### src/inc/lcf_consts.vh
// Purpose: Constants for the logic cell function unit
// Assumes: Included by core/lcf_unit.v only
// Notes: Mode and select encodings are local choices
`ifndef LCF_CONSTS_VH
`define LCF_CONSTS_VH

// ------------------------------------------------------------
// Table geometry
// ------------------------------------------------------------
`define LCF_TABLE_BITS 64
`define LCF_QUARTER_BITS 16
`define LCF_HALF_BITS 32
`define LCF_WORDS 16

// ------------------------------------------------------------
// Operating mode, one per bit
// ------------------------------------------------------------
`define LCF_MODE_W 3
`define LCF_MODE_LOGIC 3'h1
`define LCF_MODE_RIPPLE 3'h2
`define LCF_MODE_MEMORY 3'h4

// ------------------------------------------------------------
// Combining gate select
// ------------------------------------------------------------
`define LCF_COMB_NONE 2'h0
`define LCF_COMB_MUX 2'h1
`define LCF_COMB_XOR 2'h2

// ------------------------------------------------------------
// Ripple submodes
// ------------------------------------------------------------
`define LCF_SUB_ADDSUB 2'h0
`define LCF_SUB_COUNT 2'h1
`define LCF_SUB_MULT 2'h2
`define LCF_SUB_EQUAL 2'h3

// ------------------------------------------------------------
// Ripple-in source
// ------------------------------------------------------------
`define LCF_CIN_FAST 2'h0
`define LCF_CIN_BUS 2'h1
`define LCF_CIN_ONE 2'h2
`define LCF_CIN_ZERO 2'h3

// ------------------------------------------------------------
// Carry-out routing, one bit each
// ------------------------------------------------------------
`define LCF_RIPPLE_OUT_PORT_FAST_BIT 0
`define LCF_RIPPLE_OUT_PORT_PIN_BIT 1

// ------------------------------------------------------------
// Reset value and count step
// ------------------------------------------------------------
`define LCF_TABLE_RESET 64'h0
`define LCF_COUNT_STEP 4'h1

`endif

### src/core/lcf_unit.v
// Purpose: Lookup table function unit of a programmable logic cell
// Assumes: Configuration held by the caller as plain ports
// Notes: Table is clocked storage here; memory writes take effect
// Notes: on the edge while the gated enable is high
`timescale 1ns/100ps
`include "lcf_consts.vh"

module lcf_unit
(
	// Clock and control
	input wire sys_clk,
	input wire rst,
	input wire clk_en,
	// Configuration
	input wire [`LCF_MODE_W-1:0] half_mode_upper,
	input wire [`LCF_MODE_W-1:0] half_mode_lower,
	input wire [1:0] combine_sel,
	input wire [1:0] ripple_submode,
	input wire [1:0] ripple_in_sel,
	input wire [1:0] ripple_out_port_route,
	input wire wpe_from_ripple_in,
	input wire read_to_storage,
	input wire cfg_load,
	input wire [`LCF_TABLE_BITS-1:0] cfg_table,
	// Cell inputs
	input wire [4:0] first_bus,
	input wire [4:0] second_bus,
	input wire bypass_control_input,
	input wire fast_carry_in,
	input wire [3:0] direct_write_bits,
	// Cell outputs
	output reg quarter_out_zero,
	output reg combine_gate_out,
	output reg nand_gate_out,
	output reg quarter_out_three,
	output reg fifth_cell_output,
	output reg ripple_out_port,
	output reg [3:0] storage_data,
	output wire mode_error
);

	// ------------------------------------------------------------
	// Table storage
	// ------------------------------------------------------------
	reg [`LCF_TABLE_BITS-1:0] table_reg;
	reg [`LCF_TABLE_BITS-1:0] table_next;

	// ------------------------------------------------------------
	// Mode decode
	// ------------------------------------------------------------
	wire ripple_on;
	wire mem_upper;
	wire mem_lower;
	wire mem_any;
	wire five_both;
	wire comb_ok;
	wire ripple_in_port;
	wire write_port_gate;
	wire we_upper;
	wire we_lower;

	// Ripple claims the whole table, halves may not differ
	assign ripple_on = (half_mode_upper == `LCF_MODE_RIPPLE) &&
		(half_mode_lower == `LCF_MODE_RIPPLE);
	assign mem_upper = !ripple_on &&
		(half_mode_upper == `LCF_MODE_MEMORY);
	assign mem_lower = !ripple_on &&
		(half_mode_lower == `LCF_MODE_MEMORY);
	assign mem_any = mem_upper || mem_lower;
	assign five_both = (half_mode_upper == `LCF_MODE_LOGIC) &&
		(half_mode_lower == `LCF_MODE_LOGIC);
	// Two-bit select cannot name both gates at once
	assign comb_ok = five_both &&
		(combine_sel != `LCF_COMB_NONE) &&
		(combine_sel != 2'h3);
	// Flag only, illegal settings are not blocked
	assign mode_error = ((half_mode_upper == `LCF_MODE_RIPPLE) !=
		(half_mode_lower == `LCF_MODE_RIPPLE)) ||
		((combine_sel != `LCF_COMB_NONE) && !comb_ok);

	// ------------------------------------------------------------
	// Ripple-in and write port gate
	// ------------------------------------------------------------
	assign ripple_in_port =
		(ripple_in_sel == `LCF_CIN_FAST) ? fast_carry_in :
		(ripple_in_sel == `LCF_CIN_BUS) ? second_bus[4] :
		(ripple_in_sel == `LCF_CIN_ONE) ? 1'b1 : 1'b0;
	// One gate serves both halves
	assign write_port_gate = wpe_from_ripple_in ? ripple_in_port :
		bypass_control_input;
	assign we_upper = mem_upper && first_bus[4] &&
		write_port_gate;
	assign we_lower = mem_lower && second_bus[4] &&
		write_port_gate;

	// ------------------------------------------------------------
	// Helpers
	// ------------------------------------------------------------
	function lut5;
		input [`LCF_HALF_BITS-1:0] half;
		input [4:0] sel;
		begin
			lut5 = half[sel];
		end
	endfunction

	function [1:0] mem_read;
		input [`LCF_HALF_BITS-1:0] half;
		input [3:0] addr;
		begin
			mem_read = {half[{1'b1, addr}], half[{1'b0, addr}]};
		end
	endfunction

	// Table bit of a word: quarter on top, word address below
	function [5:0] bit_index;
		input [1:0] quarter;
		input [3:0] addr;
		begin
			bit_index = {quarter, addr};
		end
	endfunction

	// ------------------------------------------------------------
	// Ripple cell
	// ------------------------------------------------------------
	// Compare mode keeps only the mismatch, carry-in is not summed
	function cell_sum;
		input a_bit;
		input b_bit;
		input c_bit;
		input cmp;
		begin
			if (cmp)
				cell_sum = a_bit ^ b_bit;
			else
				cell_sum = a_bit ^ b_bit ^ c_bit;
		end
	endfunction

	// Propagate when bits differ, else generate from a; compare mode ORs the mismatch into the carry
	function cell_carry;
		input a_bit;
		input b_bit;
		input c_bit;
		input cmp;
		begin
			if (cmp)
				cell_carry = c_bit | (a_bit ^ b_bit);
			else if (a_bit ^ b_bit)
				cell_carry = c_bit;
			else
				cell_carry = a_bit;
		end
	endfunction

	// ------------------------------------------------------------
	// Ripple datapath
	// ------------------------------------------------------------
	reg [3:0] op_a;
	reg [3:0] op_b;
	reg [3:0] sum_bits;
	reg [4:0] carry;
	reg carry_first;
	integer i;
	wire cmp_on;

	// Compare chain only collects mismatches, ripple-in is dropped
	assign cmp_on = (ripple_submode == `LCF_SUB_EQUAL);

	always @*
	begin
		op_a = first_bus[3:0];
		op_b = second_bus[3:0];
		carry_first = ripple_in_port;
		case (ripple_submode)
			`LCF_SUB_ADDSUB:
			begin
				// Subtract as a plus inverted b plus carry
				if (!first_bus[4])
					op_b = ~second_bus[3:0];
			end
			`LCF_SUB_COUNT:
			begin
				op_b = first_bus[4] ? `LCF_COUNT_STEP :
					~`LCF_COUNT_STEP;
				carry_first = !first_bus[4];
			end
			`LCF_SUB_MULT:
			begin
				op_b = first_bus[4] ? second_bus[3:0] : 4'h0;
			end
			`LCF_SUB_EQUAL:
			begin
				carry_first = 1'b0;
			end
			default:
			begin
				op_b = second_bus[3:0];
			end
		endcase
		carry[0] = carry_first;
		sum_bits = 4'h0;
		for (i = 0; i < 4; i = i + 1)
		begin
			sum_bits[i] = cell_sum(op_a[i], op_b[i], carry[i],
				cmp_on);
			carry[i + 1] = cell_carry(op_a[i], op_b[i], carry[i],
				cmp_on);
		end
	end

	// ------------------------------------------------------------
	// Output selection
	// ------------------------------------------------------------
	reg up_res;
	reg lo_res;
	reg [1:0] up_rd;
	reg [1:0] lo_rd;
	reg [3:0] quarter_vals;

	always @*
	begin
		up_res = lut5(table_reg[`LCF_TABLE_BITS-1:`LCF_HALF_BITS],
			first_bus);
		lo_res = lut5(table_reg[`LCF_HALF_BITS-1:0], second_bus);
		// Read data follows address with no clock
		up_rd = mem_read(table_reg[`LCF_TABLE_BITS-1:`LCF_HALF_BITS],
			first_bus[3:0]);
		lo_rd = mem_read(table_reg[`LCF_HALF_BITS-1:0],
			second_bus[3:0]);
		quarter_vals = 4'h0;
		quarter_out_zero = 1'b0;
		combine_gate_out = 1'b0;
		nand_gate_out = 1'b1;
		quarter_out_three = 1'b0;
		fifth_cell_output = 1'b0;
		ripple_out_port = 1'b0;
		if (ripple_on)
		begin
			quarter_vals = sum_bits;
			quarter_out_zero = sum_bits[0];
			combine_gate_out = sum_bits[1];
			nand_gate_out = sum_bits[2];
			quarter_out_three = sum_bits[3];
			ripple_out_port = ripple_out_port_route[`LCF_RIPPLE_OUT_PORT_FAST_BIT] &
				carry[4];
			fifth_cell_output = ripple_out_port_route[`LCF_RIPPLE_OUT_PORT_PIN_BIT] &
				carry[4];
		end
		else
		begin
			quarter_out_zero = mem_lower ? lo_rd[0] : lo_res;
			quarter_out_three = mem_upper ? up_rd[1] : up_res;
			if (mem_lower)
				combine_gate_out = lo_rd[1];
			if (mem_upper)
				nand_gate_out = up_rd[0];
			if (comb_ok)
			begin
				// Results of both halves stay on their pins
				if (combine_sel == `LCF_COMB_MUX)
					combine_gate_out = bypass_control_input ?
						up_res : lo_res;
				else
					combine_gate_out = up_res ^ lo_res ^
						bypass_control_input;
				nand_gate_out = ~(up_res & lo_res &
					bypass_control_input);
			end
			quarter_vals = {quarter_out_three, nand_gate_out,
				combine_gate_out, quarter_out_zero};
		end
		// Cell outputs (memory read data, LUT results or ripple sum) may feed the storage elements instead
		storage_data = read_to_storage ? quarter_vals :
			direct_write_bits;
	end

	// ------------------------------------------------------------
	// Table write
	// ------------------------------------------------------------
	// Clocked write stands in for the pulse, data lands on the edge
	always @*
	begin
		table_next = table_reg;
		if (cfg_load)
			table_next = cfg_table;
		else
		begin
			if (we_lower)
			begin
				table_next[bit_index(2'h0, second_bus[3:0])] =
					direct_write_bits[0];
				table_next[bit_index(2'h1, second_bus[3:0])] =
					direct_write_bits[1];
			end
			if (we_upper)
			begin
				table_next[bit_index(2'h2, first_bus[3:0])] =
					direct_write_bits[2];
				table_next[bit_index(2'h3, first_bus[3:0])] =
					direct_write_bits[3];
			end
		end
	end

	always @(posedge sys_clk)
	begin
		// Enable low freezes the table, reset included
		if (clk_en)
		begin
			if (rst)
				table_reg <= `LCF_TABLE_RESET;
			else
				table_reg <= table_next;
		end
	end

endmodule

### config.mk
export PLATFORM = sky130hd
export DESIGN_NAME = lcf_unit
export DESIGN_NICKNAME = d
export VERILOG_FILES = /design/src/core/lcf_unit.v
export VERILOG_INCLUDE_DIRS = /design/src /design/src/inc
export SDC_FILE = /design/constraint.sdc
export NUM_CORES = 1
export LEC_CHECK = 0
export ABC_AREA = 1
export BUFFER_PORTS_ARGS = -buffer_cell sky130_fd_sc_hd__buf_2
export CAP_MARGIN = 20
export CORE_MARGIN = 2
export CORE_UTILIZATION = 30
export CTS_CLUSTER_DIAMETER = 50
export CTS_CLUSTER_SIZE = 10
export DETAILED_ROUTE_END_ITERATION = 8
export GPL_TIMING_DRIVEN = 0
export SYNTH_ARGS = -nofsm -noshare
export SYNTH_HDL_FRONTEND = slang
export SYNTH_SLANG_ARGS = --single-unit
### constraint.sdc
create_clock -name sys_clk -period 2.91 [get_ports sys_clk]
set_clock_uncertainty 0.1 [all_clocks]
set_input_delay 0.1455 -clock sys_clk [delete_from_list [all_inputs] [get_ports sys_clk]]
set_output_delay 0.1455 -clock sys_clk [all_outputs]
set_load 0.01 [all_outputs]
Word level (Yosys, flattened, before mapping)
Cells that the tools add are included.
Widths: inputs -> output; s select.
{ "classes": {"eq_ne": 14, "n_bitwise": 20, "order_cmp": 14, "reduce_logical": 22, "n_mux": 65} }
{ "ops": {"columns": ["operator", "count"], "rows": [
  ["$bwmux 64", 4],
  ["$mux 64", 4],
  ["$mux 1", 40],
  ["$lt 5x6->1 const B", 4],
  ["$mux 4", 5],
  ["$bmux 1 s4", 4],
  ["$demux 1 s4", 4],
  ["$logic_and 1x1->1", 15],
  ["$lt 6x7->1 const B", 2],
  ["$ge 6x1->1 const B", 2],
  ["$lt 4x6->1 const B", 2],
  ["$pmux 4 s3", 1],
  ["$bmux 1 s5", 2],
  ["$xor 1x1->1", 10],
  ["$lt 4x7->1 const B", 1],
  ["$lt 5x7->1 const B", 1],
  ["$eq 2x1->1 const B", 3],
  ["$eq 2x2->1 const B", 3],
  ["$eq 3x1->1 const B", 2],
  ["$eq 3x2->1 const B", 2],
  ["$eq 3x3->1 const B", 2],
  ["$ge 5x1->1 const B", 1],
  ["$and 1x1->1", 4],
  ["$ge 4x1->1 const B", 1],
  ["10 further kinds", 16]
]} }
{ "word_totals": {"register_bits": 64, "output_inout_bits": 11, "input_bits": 100, "word_cells": 136} }

Logic depth before layout (Yosys ltp)
{ "logic_depth": {"depth_word": 15, "mapped_depth": 22, "depth_no_buf": 21} }

Least setup slack after synthesis
Ideal clock, no wire load.
{ "synth_timing": {"path_type": "input to output", "startpoint": "input port ripple_submode[1]", "endpoint": "output port storage_data[3]", "arrival_time_ns": 2.271, "stages": 20, "path_buffers": 2, "setup_slack_ns": 0.393, "t_required_ns": 2.664, "path_cell_list": "buf_2 -> nand2_4 -> inv_2 -> buf_6 -> nand2_2 -> nand2_1 -> nand2_1 -> nand3_1 -> nand2_1 -> ha_1 -> nand2_1 -> nand2_1 -> ha_1 -> nand2_1 -> nand2_1 -> ha_1 -> o21ai_0 -> o21ai_1 -> nand2_1 -> o21ai_1"} }
{ "synth_between": {"elab_chain_cells": 13, "word_cells_on_any_way": 23, "cone_classes": "eq/ne (3); mux (11); bitwise (8); reduce/logical (1)"} }
{ "synth_rtl": {"columns": ["item", "line_no", "text"], "rows": [
  ["from (decl)", "lcf_unit.v:18", "input wire [1:0] ripple_submode,"],
  ["$eq 2x2->1 (tied with other cells)", "lcf_unit.v:176", "case (ripple_submode)"],
  ["$pmux 4 s3", "lcf_unit.v:176", null],
  ["$xor 1x1->1", "lcf_unit.v:149, lcf_unit.v:150", null],
  ["$mux 1 or $or 1x1->1 (tied branches)", "lcf_unit.v:150, lcf_unit.v:149", null],
  ["$mux 1", "lcf_unit.v:148", "if (cmp)"],
  ["$mux 1 or $or 1x1->1 (tied branches)", "lcf_unit.v:150, lcf_unit.v:149", null],
  ["$mux 1", "lcf_unit.v:148", null],
  ["$mux 1 or $or 1x1->1 (tied branches)", "lcf_unit.v:150, lcf_unit.v:149", null],
  ["$mux 1", "lcf_unit.v:148", null],
  ["$xor 1x1->1", "lcf_unit.v:137", "cell_sum = a_bit ^ b_bit ^ c_bit;"],
  ["$mux 1 (*)", "lcf_unit.v:134", "if (cmp)"],
  ["$mux 4 (*)", "lcf_unit.v:239", "if (ripple_on)"],
  ["$mux 4 (*)", "lcf_unit.v:275", "storage_data = read_to_storage ? quarter_vals :"],
  ["to (decl)", "lcf_unit.v:38", "output reg [3:0] storage_data,"]
]} }
Mark *: on every way between the ends. The rest lies on a longest branch, timed or not.

Worst setup path in the final report
{ "layout_timing": {"startpoint": "input port second_bus[0]", "endpoint": "output port storage_data[3]"} }
{ "layout_between": {"elab_chain_cells": 14, "word_cells_on_any_way": 18, "cone_classes": "mux (12); bitwise (6)"} }
{ "layout_rtl": {"columns": ["item", "line_no", "text"], "rows": [
  ["from (decl)", "lcf_unit.v:27", "input wire [4:0] second_bus,"],
  ["$not 4->4", "lcf_unit.v:181", "op_b = ~second_bus[3:0];"],
  ["$mux 4", "lcf_unit.v:180", "if (!first_bus[4])"],
  ["$pmux 4 s3 (*)", "lcf_unit.v:176", null],
  ["$xor 1x1->1 (*)", "lcf_unit.v:149, lcf_unit.v:150", null],
  ["$mux 1 or $or 1x1->1 (tied branches)", "lcf_unit.v:150, lcf_unit.v:149", null],
  ["$mux 1 (*)", "lcf_unit.v:148", null],
  ["$mux 1 or $or 1x1->1 (tied branches)", "lcf_unit.v:150, lcf_unit.v:149", null],
  ["$mux 1 (*)", "lcf_unit.v:148", null],
  ["$mux 1 or $or 1x1->1 (tied branches)", "lcf_unit.v:150, lcf_unit.v:149", null],
  ["$mux 1 (*)", "lcf_unit.v:148", null],
  ["$xor 1x1->1 (*)", "lcf_unit.v:137", null],
  ["$mux 1 (*)", "lcf_unit.v:134", null],
  ["$mux 4 (*)", "lcf_unit.v:239", null],
  ["$mux 4 (*)", "lcf_unit.v:275", null]
]} }
Marked as above.

==> impl_metrics.yaml <==
die:
  rows: 50
  dieHeight_um: 141.9
  coreArea_um2: 18710
  floorplan.die_area_um2: 20150
  initial_utilization_pct: 30.52
  ios: 111
  die_w_um: 141.9
global_routing:
  grt_pass1_vias: 5374
  antenna_found_initial: 0
  grt.total_usage_pct: 17.00
  grt_max_degree: 65
  gr-total-overflow: 0
  grt_first_pass_wirelength_um: 26760
cts:
  cts_tree: "built"
  cts_buffers: 9
  cts_hold_buf: 0
  clock_latency_ps: 330
  htree_num_levels: 3
  cts_sinks: 64
  root_buffer: "clkbuf_16"
  cts.path.max_buffers: 2
  clk_pin_slew_ps: 50
critical_path:
  critPathLaunch: "second_bus[0]"
  rr_endpoint: "table_reg[49]$_SDFFCE_PP0P_"
  cp-start-kind: "input port"
  crit_chain: "buf_4 > ha_4 > inv_1 > nand2_1 > nand3_2 > nand2_2 > nand2_2 > nand3_2 > nand2_1 > ha_2 > nand2_2 > nand2_1 > ha_1 > nand2_1 > nand2_1 > ha_1 > o21ai_0 > o21ai_1 > nand2_1 > o21ai_2 > buf_2"
  cp_slowest_cell: "ha_1"
  r2r_setup_slack_ps: 1750
  cp-end-kind: "output port"
  r2r_cells: 5
  crit_family: "adder cells"
  cp_max_fo: 3
  reg2reg_from: "table_reg[49]$_SDFFCE_PP0P_"
  crit_path_end: "storage_data[3]"
  worst-path-buf-inv: 3
  crit_type: "in2out"
  worst_ep_arrival_time_ps: 2470
  cp.depth: 21
  slowest_delay_ps: 280
  worstPathRequired_ps: 2660
  critPathMostFrequentCell: "nand2_1"
final_layout:
  regArea_um2: 1922
  drive_gt1_share_pct: 22.93
  multiInputGateArea_um2: 3073
  diodes: 0
  largest_reg_flops: 64
  stdcell_area_um2: 7062
  fillers: 2034
  fin_nets: 1107
  areaGrowthSynthToFinish_pct: 23.72
synth:
  synth.cell_area_um2: 5708
  yosys-top-cells-area: "edfxtp_1 (34%), nand2_1 (18%), a21oi_1 (12%)"
  ys_async_sr_fraction_pct: 0
  synth_top_area_share_pct: 33.67
  ys_seq_area_share_pct: 33.67
  syn_nets: 979
  syn_avg_cell_area_um2: 6.561
  synth_enable_flop_cells: 64
  synthFlopType: "edfxtp_1"
  ys_warn_count: 0
  ys_types: 35
  syn_inst: 870
  netlist_top_cells_count: "nand2_1 (270), inv_1 (161), a21oi_1 (134)"
  post-synth-top-count-cell: "nand2_1"
  ys_ff_latch: 64
  yosysTopAreaCell: "edfxtp_1"
placement:
  dpl_cell_area_um2: 6539
  place_ws_ps: 34.62
  portBuffers: 107
  gp_congestion: 0.8713
  dpl.hpwl_um: 12720
timing:
  post-route-period-util_pct: 93.23
  setup_violations: 0
  hold_viol_final: 0
  worst_slew_pin_slew_ps: 893.3
  layout_setup_ws_ps: 197.1
  drv_slew: 0
  max_freq_mhz: 368.6
  slew_headroom_pct: 40.45
  period_minus_slack_ps: 2713
detailed_routing:
  drc: 0
  routed_via_density: 4.638
  ant_nets: 0
  avgRoutedWirePerCell_um: 13.81
  wl_um: 17090
  vias: 5737
  drt_iter0_drc: 464
  firstDrtPassIters: 7
run:
  maxCapViolCount: 0
pwr:
  power.total_mw: 2.957
  cellLeakagePower_nw: 3.725
  ir_drop_v: 0.0002903
  cellPowerDensity_nw_per_um2: 418.7
status:
  status: "finished, final reports clean"
hold_path:
  hold_path_depth: 5
  hold_path_startpoint: "cfg_table[55]"
  hold_path.class: "in2reg"
worst min-delay path, delay by kind of cell:
| family | cells | cell delay [ps] |
|---|---|---|
| buf+inv | 3 | 140 |
| simple gates | 1 | 60 |
| compound gates | 1 | 100 |
cells in the final DEF (no fill, tap or decap), types with 6 or more instances in the layout:
cell and count:
edfxtp_1 64, nor2_1 13, nor3_4 8, clkbuf_16 9
inv_1 161, buf_1 7, buf_2 115, nand2_2 46
nand3_1 23, clkbuf_1 17, buf_4 14, nand2_1 258
ha_1 6, a21oi_1 134, o21ai_1 71
logic make-up after synthesis:
kind of cell    after synthesis  synth area share (%)
fa+ha+maj                     9                 1.973
buf+inv                     205                 14.34
xor+xnor                      1                0.1535
simple gates                372                 30.05
compound gates              219                 19.82
flops                        64                 33.67
worst min path at each step:
stage	slack [ps]	endpoint
floorplan	160	table_reg[0]$_SDFFCE_PP0P_
global placement	460	table_reg[17]$_SDFFCE_PP0P_
detailed placement	460	table_reg[35]$_SDFFCE_PP0P_
CTS	120	table_reg[27]$_SDFFCE_PP0P_
global route	140	table_reg[20]$_SDFFCE_PP0P_
finish	110	table_reg[55]$_SDFFCE_PP0P_
timing repair:
item / 4_1_cts / 5_1_grt
setup endpoints to repair: 0 / 6
gates resized for setup: 0 / 41
endpoints found under the hold margin: 0 / 0
setup buffers: 0 / 10
through the flow:
| step | cells | setup TNS [ps] | util (%) | hold slack (ps) |
|---|---|---|---|---|
| 6_report | 1237 | 0 | 37.75 | 114.0 |
| 3_3_place_gp | 1211 | 0 | 34.94 | 461.4 |
| 5_1_grt | 1237 | -45.73 | 37.75 | 144.8 |
| 4_1_cts | 1227 | 0 | 36.59 | 115.7 |
| 3_5_place_dp | 1211 | 0 | 34.96 | 464.1 |
| 2_1_floorplan | 870 | 0 | - | 158.0 |
routing by layer:
layer	track usage (%)	vias up	share of wire, %
met5	0	-	0
met4	5.632	0	1.6
met3	2.894	19	5.9
met2	27.62	165	45
met1	23.01	2513	47
li1	-	3040	-
power breakdown:
part / total (mW) / internal, mW / switching (mW)
Combinational: 0.676 / 0.257 / 0.419
Sequential: 1.12 / 1.09 / 0.0305
Clock: 1.16 / 0.747 / 0.409
Total: 2.96 / 2.10 / 0.859
final cells by class:
class	instances	area share, %
Inverter	166	8.965
Buffer	39	3.030
Clock inverter	4	0.9745
Multi-Input combinational cell	601	43.52
Sequential cell	64	27.21
Timing Repair Buffer	117	8.806
Clock buffer	12	3.349
Tap cell	234	4.146
Power figures use the tool's default switching activity.
